===== src/design/fpec_pkg.sv =====
// constants and types for the flash program and erase control block
// ============================================================
package fpec_pkg;

  // ============================================================
  // register offsets
  localparam logic [15:0] OFS_CTRL     = 16'h0760;
  localparam logic [15:0] OFS_ADR_LO   = 16'h0762;
  localparam logic [15:0] OFS_ADR_HI   = 16'h0764;
  localparam logic [15:0] OFS_KEY      = 16'h0766;
  localparam logic [15:0] OFS_INJ_CTL  = 16'h076c;
  localparam logic [15:0] OFS_INJ_PTR  = 16'h076e;
  localparam logic [15:0] OFS_EADR_LO  = 16'h0770;
  localparam logic [15:0] OFS_EADR_HI  = 16'h0772;
  localparam logic [15:0] OFS_STAT_LO  = 16'h0774;
  localparam logic [15:0] OFS_STAT_HI  = 16'h0776;

  // ============================================================
  // control and status register fields
  localparam int BIT_WR    = 15;
  localparam int BIT_EN    = 14;
  localparam int BIT_WERR  = 13;
  localparam int BIT_SIDL  = 12;
  localparam int BIT_SWAP  = 11;
  localparam int BIT_P2    = 10;
  localparam int BIT_ARM   = 0;
  localparam int DED_IN_BIT  = 8;
  localparam int DED_OUT_BIT = 9;

  // ============================================================
  // operation codes
  localparam logic [3:0] OP_DWORD = 4'h1;
  localparam logic [3:0] OP_ROW   = 4'h2;
  localparam logic [3:0] OP_PAGE  = 4'h3;
  localparam logic [3:0] OP_INACT = 4'h4;
  localparam logic [3:0] OP_BOOT  = 4'h8;
  localparam logic [3:0] OP_CHIP  = 4'he;

  // ============================================================
  // unlock values and fault injection span
  localparam logic [7:0] KEY_FIRST  = 8'h55;
  localparam logic [7:0] KEY_SECOND = 8'haa;
  localparam int         INJ_BITS   = 137;

  // ============================================================
  // operation durations in clock cycles
  localparam int TMR_W       = 20;
  localparam int T_DWORD_CYC = 2000;
  localparam int T_ROW_CYC   = 20000;
  localparam int T_PAGE_CYC  = 40000;
  localparam int T_CHIP_CYC  = 80000;

  typedef enum logic [1:0] {
    KEY_IDLE,
    KEY_HALF,
    KEY_OPEN
  } fpec_key_t;

endpackage


===== src/design/fpec_timer.sv =====
// self-timed operation counter
`timescale 1ns/100ps
module fpec_timer
  import fpec_pkg::*;
#(
  parameter int W = TMR_W
)(
  input  wire logic         clk,
  input  wire logic         nrst,
  input  wire logic         load,
  input  wire logic [W-1:0] load_val,
  input  wire logic         abort,
  output logic              busy
);

  typedef struct packed {
    logic [W-1:0] cnt;
  } fpec_tmr_t;

  fpec_tmr_t q;
  fpec_tmr_t d;

  // ============================================================
  // countdown; abort beats load so a fault ends the run at once
  always_comb
  begin
    d = q;
    if (abort)
      d.cnt = '0;
    else if (load)
      d.cnt = load_val;
    else if (q.cnt != '0)
      d.cnt = q.cnt - 1'b1;
  end

  always_ff @(posedge clk)
  begin
    if (!nrst)
      q <= '0;
    else
      q <= d;
  end

  assign busy = (q.cnt != '0);

endmodule


===== src/design/fpec_core.sv =====
// flash program and erase control with ecc injection registers
//
// Local design decision: the address-and-strobe port.
`timescale 1ns/100ps
module fpec_core
  import fpec_pkg::*;
#(
  parameter int DWORD_CYC = T_DWORD_CYC,
  parameter int ROW_CYC   = T_ROW_CYC,
  parameter int PAGE_CYC  = T_PAGE_CYC,
  parameter int CHIP_CYC  = T_CHIP_CYC
)(
  input  wire logic                clk,
  input  wire logic                nrst,
  input  wire logic                por_n,
  input  wire logic [15:0]         reg_addr,
  input  wire logic [15:0]         reg_wdata,
  input  wire logic                reg_we,
  input  wire logic                reg_re,
  output logic      [15:0]         reg_rdata,
  input  wire logic                dual_partition,
  input  wire logic                swap_done_status,
  input  wire logic                second_partition_active,
  input  wire logic                idle_mode,
  input  wire logic                flash_fault,
  output logic                     op_start,
  output logic                     op_busy,
  output logic      [3:0]          op_code,
  output logic      [23:0]         op_addr,
  output logic                     flash_power_off,
  output logic                     flash_standby,
  input  wire logic [23:0]         flash_access_addr,
  input  wire logic                ecc_valid,
  input  wire logic [7:0]          read_single_parity,
  input  wire logic [7:0]          computed_single_parity,
  input  wire logic                read_double_parity,
  input  wire logic                computed_double_parity,
  output logic                     inject_hit,
  output logic      [INJ_BITS-1:0] inject_mask
);

  typedef struct packed {
    fpec_key_t   key;
    logic        wr;
    logic        pgm_en;
    logic        werr;
    logic        start;
    logic [3:0]  run_op;
    logic [23:0] run_addr;
    logic        sidl;
    logic [3:0]  op;
    logic [15:0] adr_lo;
    logic [7:0]  adr_hi;
    logic        inj_arm;
    logic [7:0]  ptr1;
    logic [7:0]  ptr2;
    logic [15:0] eadr_lo;
    logic [7:0]  eadr_hi;
    logic [7:0]  sec_in;
    logic [7:0]  sec_out;
    logic [7:0]  synd;
    logic        ded_in;
    logic        ded_out;
    logic [15:0] rdata;
  } fpec_state_t;

  fpec_state_t q;
  fpec_state_t d;
  fpec_state_t keep;

  logic             t_busy;
  logic [TMR_W-1:0] t_len;
  logic             wr_ctrl;
  logic             set_try;
  logic [3:0]       new_op;
  logic             op_ok;
  logic             swap_rd;
  logic             p2_rd;

  // ============================================================
  // operation decode
  // unimplemented codes
  function automatic logic op_known(input logic [3:0] c, input logic dual);
    logic ok;
    ok = 1'b0;
    unique case (c)
      OP_DWORD, OP_ROW, OP_PAGE: ok = 1'b1;
      OP_CHIP:  ok = 1'b1;
      OP_BOOT:  ok = 1'b1;
      OP_INACT: ok = dual;
      default:  ok = 1'b0;
    endcase
    return ok;
  endfunction

  // run length picked from the launched code
  always_comb
  begin
    unique case (q.run_op)
      OP_DWORD: t_len = TMR_W'(DWORD_CYC);
      OP_BOOT:  t_len = TMR_W'(DWORD_CYC);
      OP_ROW:   t_len = TMR_W'(ROW_CYC);
      OP_PAGE:  t_len = TMR_W'(PAGE_CYC);
      default:  t_len = TMR_W'(CHIP_CYC);
    endcase
  end

  // ============================================================
  // partition status reads
  // swap status
  assign swap_rd = dual_partition & swap_done_status;
  assign p2_rd   = dual_partition & second_partition_active;

  assign wr_ctrl = reg_we && (reg_addr == OFS_CTRL);
  assign set_try = wr_ctrl && reg_wdata[BIT_WR];
  // the code is locked while a run is live, so decode what will stand
  assign new_op  = q.wr ? q.op : reg_wdata[3:0];
  assign op_ok   = op_known(new_op, dual_partition);

  // ============================================================
  // next state
  always_comb
  begin
    d = q;
    d.start = 1'b0;
    d.rdata = '0;

    // read mux, data stands only in the cycle after the strobe
    if (reg_re)
    begin
      unique case (reg_addr)
        OFS_CTRL:
        begin
          d.rdata[BIT_WR]   = q.wr;
          d.rdata[BIT_EN]   = q.pgm_en;
          d.rdata[BIT_WERR] = q.werr;
          d.rdata[BIT_SIDL] = q.sidl;
          d.rdata[BIT_SWAP] = swap_rd;
          d.rdata[BIT_P2]   = p2_rd;
          d.rdata[3:0]      = q.op;
        end
        OFS_ADR_LO:  d.rdata = q.adr_lo;
        OFS_ADR_HI:  d.rdata = {8'h00, q.adr_hi};
        OFS_KEY:     d.rdata = 16'h0000;
        OFS_INJ_CTL: d.rdata[BIT_ARM] = q.inj_arm;
        OFS_INJ_PTR: d.rdata = {q.ptr2, q.ptr1};
        OFS_EADR_LO: d.rdata = q.eadr_lo;
        OFS_EADR_HI: d.rdata = {8'h00, q.eadr_hi};
        OFS_STAT_LO: d.rdata = {q.sec_out, q.sec_in};
        OFS_STAT_HI:
        begin
          d.rdata[7:0]         = q.synd;
          d.rdata[DED_IN_BIT]  = q.ded_in;
          d.rdata[DED_OUT_BIT] = q.ded_out;
        end
        default:     d.rdata = '0;
      endcase
    end

    // unlock sequencer; any other write breaks the pair
    if (reg_we)
    begin
      if (reg_addr == OFS_KEY)
      begin
        unique case (q.key)
          KEY_IDLE: d.key = (reg_wdata[7:0] == KEY_FIRST) ? KEY_HALF : KEY_IDLE;
          KEY_HALF:
          begin
            if (reg_wdata[7:0] == KEY_SECOND)
              d.key = KEY_OPEN;
            else if (reg_wdata[7:0] == KEY_FIRST)
              d.key = KEY_HALF;
            else
              d.key = KEY_IDLE;
          end
          KEY_OPEN: d.key = (reg_wdata[7:0] == KEY_FIRST) ? KEY_HALF : KEY_IDLE;
        endcase
      end
      else
        d.key = KEY_IDLE;
    end

    // control register: plain fields first
    if (wr_ctrl)
    begin
      d.pgm_en = reg_wdata[BIT_EN];
      d.werr = reg_wdata[BIT_WERR];
      d.sidl = reg_wdata[BIT_SIDL];
      if (!q.wr)
        d.op = reg_wdata[3:0];
    end

    // start attempts; zero in the start bit is simply ignored
    // settable only
    if (set_try)
    begin
      if (!q.wr && q.key == KEY_OPEN && reg_wdata[BIT_EN] && op_ok)
      begin
        d.wr      = 1'b1;
        d.start   = 1'b1;
        d.run_op  = new_op;
        d.run_addr = (new_op == OP_CHIP) ? 24'h000000 : {q.adr_hi, q.adr_lo};
      end
      else
      begin
        d.werr = 1'b1;
      end
    end

    // address and injection registers
    if (reg_we)
    begin
      unique case (reg_addr)
        OFS_ADR_LO:  d.adr_lo = reg_wdata;
        OFS_ADR_HI:  d.adr_hi = reg_wdata[7:0];
        OFS_INJ_CTL:
        begin
          // arming needs the unlock pair too, disarming never does
          if (!reg_wdata[BIT_ARM])
            d.inj_arm = 1'b0;
          else if (q.key == KEY_OPEN)
            d.inj_arm = 1'b1;
        end
        OFS_INJ_PTR:
        begin
          d.ptr1 = reg_wdata[7:0];
          d.ptr2 = reg_wdata[15:8];
        end
        OFS_EADR_LO: d.eadr_lo = reg_wdata;
        OFS_EADR_HI: d.eadr_hi = reg_wdata[7:0];
        OFS_STAT_LO:
        begin
          d.sec_in  = reg_wdata[7:0];
          d.sec_out = reg_wdata[15:8];
        end
        OFS_STAT_HI:
        begin
          d.synd    = reg_wdata[7:0];
          d.ded_in  = reg_wdata[DED_IN_BIT];
          d.ded_out = reg_wdata[DED_OUT_BIT];
        end
        default: d.inj_arm = d.inj_arm;
      endcase
    end

    // hardware capture of ecc read status wins over a software write
    if (ecc_valid)
    begin
      d.sec_in  = read_single_parity;
      d.sec_out = computed_single_parity;
      d.synd    = read_single_parity ^ computed_single_parity;
      d.ded_in  = read_double_parity;
      d.ded_out = computed_double_parity;
    end

    // completion and termination; placed last so hardware set wins
    if (q.wr && !q.start)
    begin
      if (flash_fault)
      begin
        d.wr   = 1'b0;
        d.werr = 1'b1;
      end
      else if (!t_busy)
      begin
        d.wr = 1'b0;
      end
    end
  end

  // ============================================================
  // values carried through a system reset
  always_comb
  begin
    keep = '0;
    keep.wr       = q.wr;
    keep.pgm_en   = q.pgm_en;
    keep.werr     = q.werr;
    // pulse already went out and the timer took it; holding it would stretch it
    keep.start    = 1'b0;
    keep.run_op   = q.run_op;
    keep.run_addr = q.run_addr;
  end

  // a system reset does not abort a run in flight
  always_ff @(posedge clk)
  begin
    if (!por_n)
      q <= '0;
    else if (!nrst)
      q <= keep;
    else
      q <= d;
  end

  // ============================================================
  // operation timer, kept alive across system reset
  fpec_timer #(
    .W (TMR_W)
  ) u_timer (
    .clk      (clk),
    .nrst     (por_n),
    .load     (q.start),
    .load_val (t_len),
    .abort    (flash_fault & q.wr & ~q.start),
    .busy     (t_busy)
  );

  // ============================================================
  // outputs to the flash array
  assign reg_rdata = q.rdata;
  assign op_start  = q.start;
  assign op_busy   = q.wr;
  assign op_code   = q.run_op;
  assign op_addr   = q.run_addr;

  assign flash_power_off = idle_mode & q.sidl;
  assign flash_standby   = idle_mode & ~q.sidl;

  // ============================================================
  // fault injection decode, pointers past the top never match
  assign inject_hit = q.inj_arm && (flash_access_addr == {q.eadr_hi, q.eadr_lo});

  for (genvar i = 0; i < INJ_BITS; i++)
  begin : g_inj
    assign inject_mask[i] = inject_hit && ((q.ptr1 == 8'(i)) || (q.ptr2 == 8'(i)));
  end

endmodule


===== config.mk =====
export PLATFORM = sky130hd
export DESIGN_NAME = fpec_core
export DESIGN_NICKNAME = d
export VERILOG_FILES = /design/src/design/fpec_pkg.sv /design/src/design/fpec_timer.sv /design/src/design/fpec_core.sv
export SDC_FILE = /design/constraint.sdc
export NUM_CORES = 1
export LEC_CHECK = 0
export BUFFER_PORTS_ARGS = -buffer_cell sky130_fd_sc_hd__buf_2
export CORE_MARGIN = 4
export CORE_UTILIZATION = 49
export DETAILED_ROUTE_END_ITERATION = 8
export GPL_TIMING_DRIVEN = 0
export PLACE_DENSITY = 0.71
export SYNTH_ARGS = -nofsm -noshare
export SYNTH_HDL_FRONTEND = slang
export SYNTH_SLANG_ARGS = --single-unit

===== constraint.sdc =====
create_clock -name clk -period 3.78 [get_ports clk]
set_input_delay 0.567 -clock clk [delete_from_list [all_inputs] [get_ports clk]]
set_output_delay 0.567 -clock clk [all_outputs]
set_load 0.02 [all_outputs]

==> impl_metrics.py, run 1 <==
metrics = {
    "run_status": {
        "status": "complete, no violations",
    },
    "yosys": {
        "synthCells": 1322,
        "synthTopCellsByCount": "198 x nor2_1, 166 x dfxtp_1, 156 x a22oi_1, 142 x nand2_1, 107 x a21oi_1",
        "synth_edf_count": 0,
        "netlist_top_cells_area": "dfxtp_1 33%, a22oi_1 11%, nor2_1 7.3%",
        "synth.cell_area_sq_um": 10200,
        "ys_ff_latch": 166,
        "async_reset_ff_frac": 0,
        "synth_most_common_cell": "nor2_1",
        "ys.flop_type": "dfxtp_1",
        "synth-seq-area-share": 0.326,
        "yosys_warnings": 0,
        "ys_types": 68,
        "synth_top_area_frac": 0.326,
        "syn-num-nets": 1408,
        "synth_top_cell_by_area": "dfxtp_1",
        "syn_area_per_cell_sq_um": 7.71,
    },
    "sta": {
        "clock_skew_ps": 8.95,
        "relSlewSlack": 0.0843,
        "tightest_slew_ps": 1360,
        "fin_setup_tns_ps": 0,
        "fmax_mhz": 271,
        "layout_min_cycle_time_ps": 3690,
        "worst_hold_slack_ps": 414,
        "finalSetupViolCount": 0,
        "period_share": 0.977,
        "timing.final.ws_setup_ps": 86.7,
        "rsz0062_at_grt": "no",
        "maxSlewViolCount": 0,
        "report.final.hold_viol_count": 0,
    },
    "route": {
        "first_pass_iters": 7,
        "drc": 0,
        "wirelength_microns": 39400,
        "drtIter0Drc": 1622,
        "antenna_left": 0,
        "detail_route.wl_per_cell_microns": 20.9,
        "via_count": 11700,
        "vias_per_cell": 6.19,
    },
    "grt": {
        "antenna_found_initial": 3,
        "grt_pass1_vias": 10700,
        "track_usage": 0.321,
        "grt_pass1_wl_microns": 60100,
        "grt_overflow_total": 0,
        "grt_start_max_net_pins": 17,
    },
    "power_and_ir_drop": {
        "total_leakage_power_uw": 0.00467,
        "ir_worst_vdd_mv": 0.299,
        "powerDensity_nw_per_um2": 379,
    },
    "place": {
        "placed_cell_area_sq_um": 11900,
        "place_ws_ps": 428,
        "hpwlAfterDp_microns": 29800,
        "gp_congestion": 0.964,
        "port_buffers": 263,
    },
    "worst_setup_path": {
        "crit_fanout": 10,
        "r2r_end": "op_addr[18]",
        "r2r_cells": 7,
        "regToRegSetupSlack_ps": 990,
        "worstReg2RegStart": "op_busy",
        "cp.arrival_ps": 3130,
        "start_kind": "register",
        "setup.worst_path.end_class": "output pin",
        "cp.required_ps": 3210,
        "path_class": "register to output pin",
    },
    "worst_hold_path": {
        "hold_class": "input pin to register",
        "hp-start": "reg_re",
        "worstHoldEndpoint": "reg_rdata[0]",
        "hold_depth": 3,
    },
    "floorplan": {
        "rows": 52,
        "die_w_microns": 152,
        "die-area_sq_um": 23200,
        "die_y_microns": 152,
        "start_util": 0.501,
        "core_area_sq_um": 20400,
        "io_pins": 271,
    },
    "clock_network": {
        "clockBufferDepth": 2,
        "tritoncts": "built",
        "clock_sinks": 166,
        "cts_resized": 0,
        "hold_buffers": 0,
        "cts-htree-levels": 4,
        "numCtsBuffers": 17,
        "clkTransAtPathRegs_ps": 70,
        "clk_latency_ps": 440,
        "ctsRootBufferMaster": "clkbuf_16",
        "cts_setup_buffers": 0,
    },
    "finish": {
        "nets": 1691,
        "fin_area_sq_um": 12600,
        "regArea_sq_um": 3320,
        "layout.filler_cells": 1922,
        "drive_gt1_frac": 0.244,
        "multi_input_area_sq_um": 6050,
        "area.growth.synth_to_final_pct": 23.2,
    },
    "job": {
        "maxCapViolations": 0,
    },
}
critical path, cell delays in order, from the launching register on:
cell	delay, ps
dfxtp_1	310
clkbuf_1	450
nand2b_1	240
nor3_1	650
clkbuf_1	480
a22oi_1	130
nor2_1	210
buf_2	200
cell usage in the layout, fill, tap and decap left out, drive strengths merged, types with 4 or more instances in the layout:
cell    Yosys  final
or3         6      6
a211oi      8      8
a222oi     12     12
a221oi      4      4
a21boi      8      8
nand4b      5      5
a22o       27     27
or4         5      5
nand2     142    142
nand3      15     15
nor2b       8      8
bufinv      0      5
nor2      199    199
mux2i      52     52
o21ai      36     36
nand4      15     15
buf        70    333
mux2        4      4
clkbuf     86    104
nand2b     15     15
a22oi     156    156
xor2       20     20
a31oi      10     10
nor4b       5      5
nor3       31     31
and2        8      8
xnor2      23     23
a21oi     107    107
and3        5      5
nor4       25     25
inv        11     16
dfxtp     166    166
layout make-up:
class                      instances  share of cell area
timing repair buffer             264               0.105
inverter                          11             0.00329
sequential                       166               0.264
antenna                            3            0.000597
clock inverter                    15              0.0189
buffer                           156              0.0655
clock buffer                      17              0.0339
tap                              270              0.0269
multi-input combinational        989               0.481
layer usage:
layer / wire (microns) / GRT usage / up-vias
li1: - / - / 5333
met2: 17600 / 0.503 / 759
met1: 16200 / 0.447 / 5496
met5: 0 / 0 / -
met4: 1280 / 0.0976 / 0
met3: 4400 / 0.0665 / 124
where the power goes:
part	switching (uW)	internal [uW]	leakage, uW
Combinational	501	360	0.00301
Clock	784	1190	0.000317
Sequential	84.3	1840	0.00134
logic make-up (layout without fill, tap and decap cells):
logic type	Yosys count	count (layout)	synth area share
XOR/XNOR	43	43	0.0369
other	0	3	0
buffers and inverters	167	463	0.0848
AO/OA/AOI/OAI	386	386	0.257
multiplexers	56	56	0.0555
adder cells (fa/ha/maj)	1	1	0.00123
AND/OR/NAND/NOR	503	503	0.239
flip-flops	166	166	0.326
worst max path at each step:
stage,from,end,cells after the start
2_1_floorplan,flash_access_addr[22],inject_mask[18],7
5_1_grt,q[80],inject_mask[4],6
4_1_cts,q[70],inject_mask[14],6
3_5_place_dp,reg_addr[0],q[61],7
3_3_place_gp,reg_addr[0],q[57],7
6_report,q[70],inject_mask[28],7
stage by stage:
step | std cells | util | total power [uW]
after global placement | 1855 | 0.582 | 2790
after CTS | 1887 | 0.615 | 4750
after global routing | 1891 | 0.617 | 4960
final | 1891 | 0.617 | 4760
after floorplan | 1322 | - | 2570
after detailed placement | 1855 | 0.583 | 2810
sequential cells by signal (all words and copies together), names as in the netlist:
signal / flops
reg_rdata: 16
op_busy: 1
keep: 2
q: 98
op_addr: 24
op_code: 4
u_timer.q: 20
op_start: 1
No activity file was read; power rests on OpenSTA's default activity.
==> run 2: changes to the inputs <==
--- a/config.mk
+++ b/config.mk
@@ -7,10 +7,10 @@
 export LEC_CHECK = 0
 export BUFFER_PORTS_ARGS = -buffer_cell sky130_fd_sc_hd__buf_2
 export CORE_MARGIN = 4
-export CORE_UTILIZATION = 49
+export CORE_UTILIZATION = 51
 export DETAILED_ROUTE_END_ITERATION = 8
 export GPL_TIMING_DRIVEN = 0
-export PLACE_DENSITY = 0.71
+export PLACE_DENSITY = 0.74
 export SYNTH_ARGS = -nofsm -noshare
 export SYNTH_HDL_FRONTEND = slang
 export SYNTH_SLANG_ARGS = --single-unit
==> run 2 against run 1 <==
Register-to-register slack gained 80 ps. Non-clock buffer count grew 1. Worst setup slack lost 38 ps. Die area shrank 3.7%. Wire length grew 1.9%. Combinational power grew 0.6%.
==> impl_metrics.py, run 2 (synthesized netlist as in run 1, its figures left out) <==
metrics = {
    "run_status": {
        "status": "complete, no violations",
    },
    "worst_setup_path": {
        "cp.arrival_ps": 3160,
        "cp.required_ps": 3210,
        "crit_family": "simple AND/OR/NAND/NOR gates",
        "slowest_stage": "nor3_1",
        "slowest_delay_ps": 980,
        "start_kind": "register",
        "worstPathCellList": "clkbuf_1 -> nand2b_1 -> nor3_1 -> a22oi_1 -> nor2_1 -> buf_2",
        "setup.worst_path.end_class": "output pin",
        "path_class": "register to output pin",
        "crit_fanout": 9,
        "crit_buf_inv": 2,
    },
    "grt": {
        "grt_pass1_wl_microns": 60000,
        "grt_start_max_net_pins": 17,
        "antenna_found_initial": 2,
        "grt_pass1_vias": 10800,
        "grt_overflow_total": 0,
        "track_usage": 0.343,
    },
    "sta": {
        "report.final.hold_viol_count": 0,
        "worst_hold_slack_ps": 429,
        "relSlewSlack": 0.0844,
        "maxSlewViolCount": 0,
        "finalSetupViolCount": 0,
        "tightest_slew_ps": 1350,
        "period_share": 0.987,
        "fmax_mhz": 268,
        "rsz0062_at_grt": "yes",
        "layout_min_cycle_time_ps": 3730,
        "clock_skew_ps": 10.8,
    },
    "route": {
        "via_count": 11700,
        "antenna_left": 0,
        "first_pass_iters": 7,
        "detail_route.wl_per_cell_microns": 21.3,
        "wirelength_microns": 40200,
        "drtIter0Drc": 1744,
        "drc": 0,
        "vias_per_cell": 6.22,
    },
    "power_and_ir_drop": {
        "ir_worst_vdd_mv": 0.291,
        "powerDensity_nw_per_um2": 359,
        "p_total_uw": 4480,
        "total_leakage_power_uw": 0.00463,
    },
    "floorplan": {
        "io_pins": 271,
        "start_util": 0.521,
        "core_area_sq_um": 19600,
        "rows": 51,
        "die-area_sq_um": 22300,
        "die_w_microns": 149,
        "die_y_microns": 149,
    },
    "finish": {
        "final_common_cell": "buf_2",
        "drive_gt1_frac": 0.243,
        "largest_reg_flops": 98,
        "area.growth.synth_to_final_pct": 22.2,
        "nets": 1692,
        "layout_common_cells": "278 x buf_2, 198 x nor2_1, 166 x dfxtp_1",
        "fin_cells": 1886,
        "largest-register": "q",
    },
    "job": {
        "maxCapViolations": 0,
    },
    "clock_network": {
        "cts-htree-levels": 4,
        "clockBufferDepth": 2,
        "ctsRootBufferMaster": "clkbuf_16",
        "hold_buffers": 0,
        "clk_latency_ps": 430,
        "cts_setup_buffers": 0,
        "clock_sinks": 166,
        "clkTransAtPathRegs_ps": 70,
        "tritoncts": "built",
        "numCtsBuffers": 17,
    },
    "place": {
        "dpl.cell_count": 1852,
        "port_buffers": 263,
        "gp_congestion": 1.01,
        "hpwlAfterDp_microns": 30100,
    },
    "worst_hold_path": {
        "hold_class": "input pin to register",
    },
}
run 2: cell count changes in the layout (fill, tap and decap cells not counted), sizes merged:
| cell | delta |
|---|---|
| buf | +2 |
| bufinv | -4 |
| clkbuf | +4 |
| clkinv | +3 |
| clkinvlp | -1 |
| diode | -1 |
| inv | -3 |
run 2: cell type report:
cell class | count | area, sq um
fillers | 1818 | 7120
multi-input cells | 989 | 6050
flip-flops and latches | 166 | 3320
repair buffers | 265 | 1330
plain buffers | 156 | 823
clock buffers | 22 | 464
well taps | 265 | 332
clock inverters | 10 | 96.3
inverters | 11 | 41.3
diodes | 2 | 5.00
run 2: per-stage QoR:
stage / instance area, sq um / setup TNS [ps] / util / setup slack [ps]
after CTS: 12400 / 0 / 0.635 / 212
final: 12500 / 0 / 0.636 / 48.9
after floorplan: 10200 / 0 / - / 1290
after global placement: 11800 / 0 / 0.605 / 459
after global routing: 12500 / -31.0 / 0.636 / -18.0
after detailed placement: 11900 / 0 / 0.606 / 441
run 2: timing repair:
item / in CTS / in global routing
resized for setup: 0 / 3
hold endpoints to repair: 0 / 0
endpoints found under the setup margin: 0 / 17
run 2: metal layers:
layer	share of wire	GRT usage
met1	0.41	0.477
met2	0.44	0.515
met3	0.12	0.0942
met4	0.035	0.113
met5	0	0
run 2: worst register-to-register path, cell delays in order (launching register included):
cell	delay (ps)
dfxtp_1	450
buf_4	240
mux2i_1	320
a211oi_1	130
a211oi_1	610
o31a_1	410
buf_2	310
a22o_1	180
run 2: final timing paths:
kind                               from             end  slack, ps  cells past startpoint
hold reg to reg               keep[142]       keep[142]        470                      2
setup reg to reg                op_busy     op_addr[17]       1070                      7
hold / removal    read_single_parity[4]           q[38]        430                      3
setup / recovery                  q[77]  inject_mask[8]         50                      6
run 2: power breakdown:
| part | internal [uW] | switching, uW |
|---|---|---|
| registers | 1840 | 85.5 |
| clock network | 946 | 738 |
| logic | 360 | 506 |
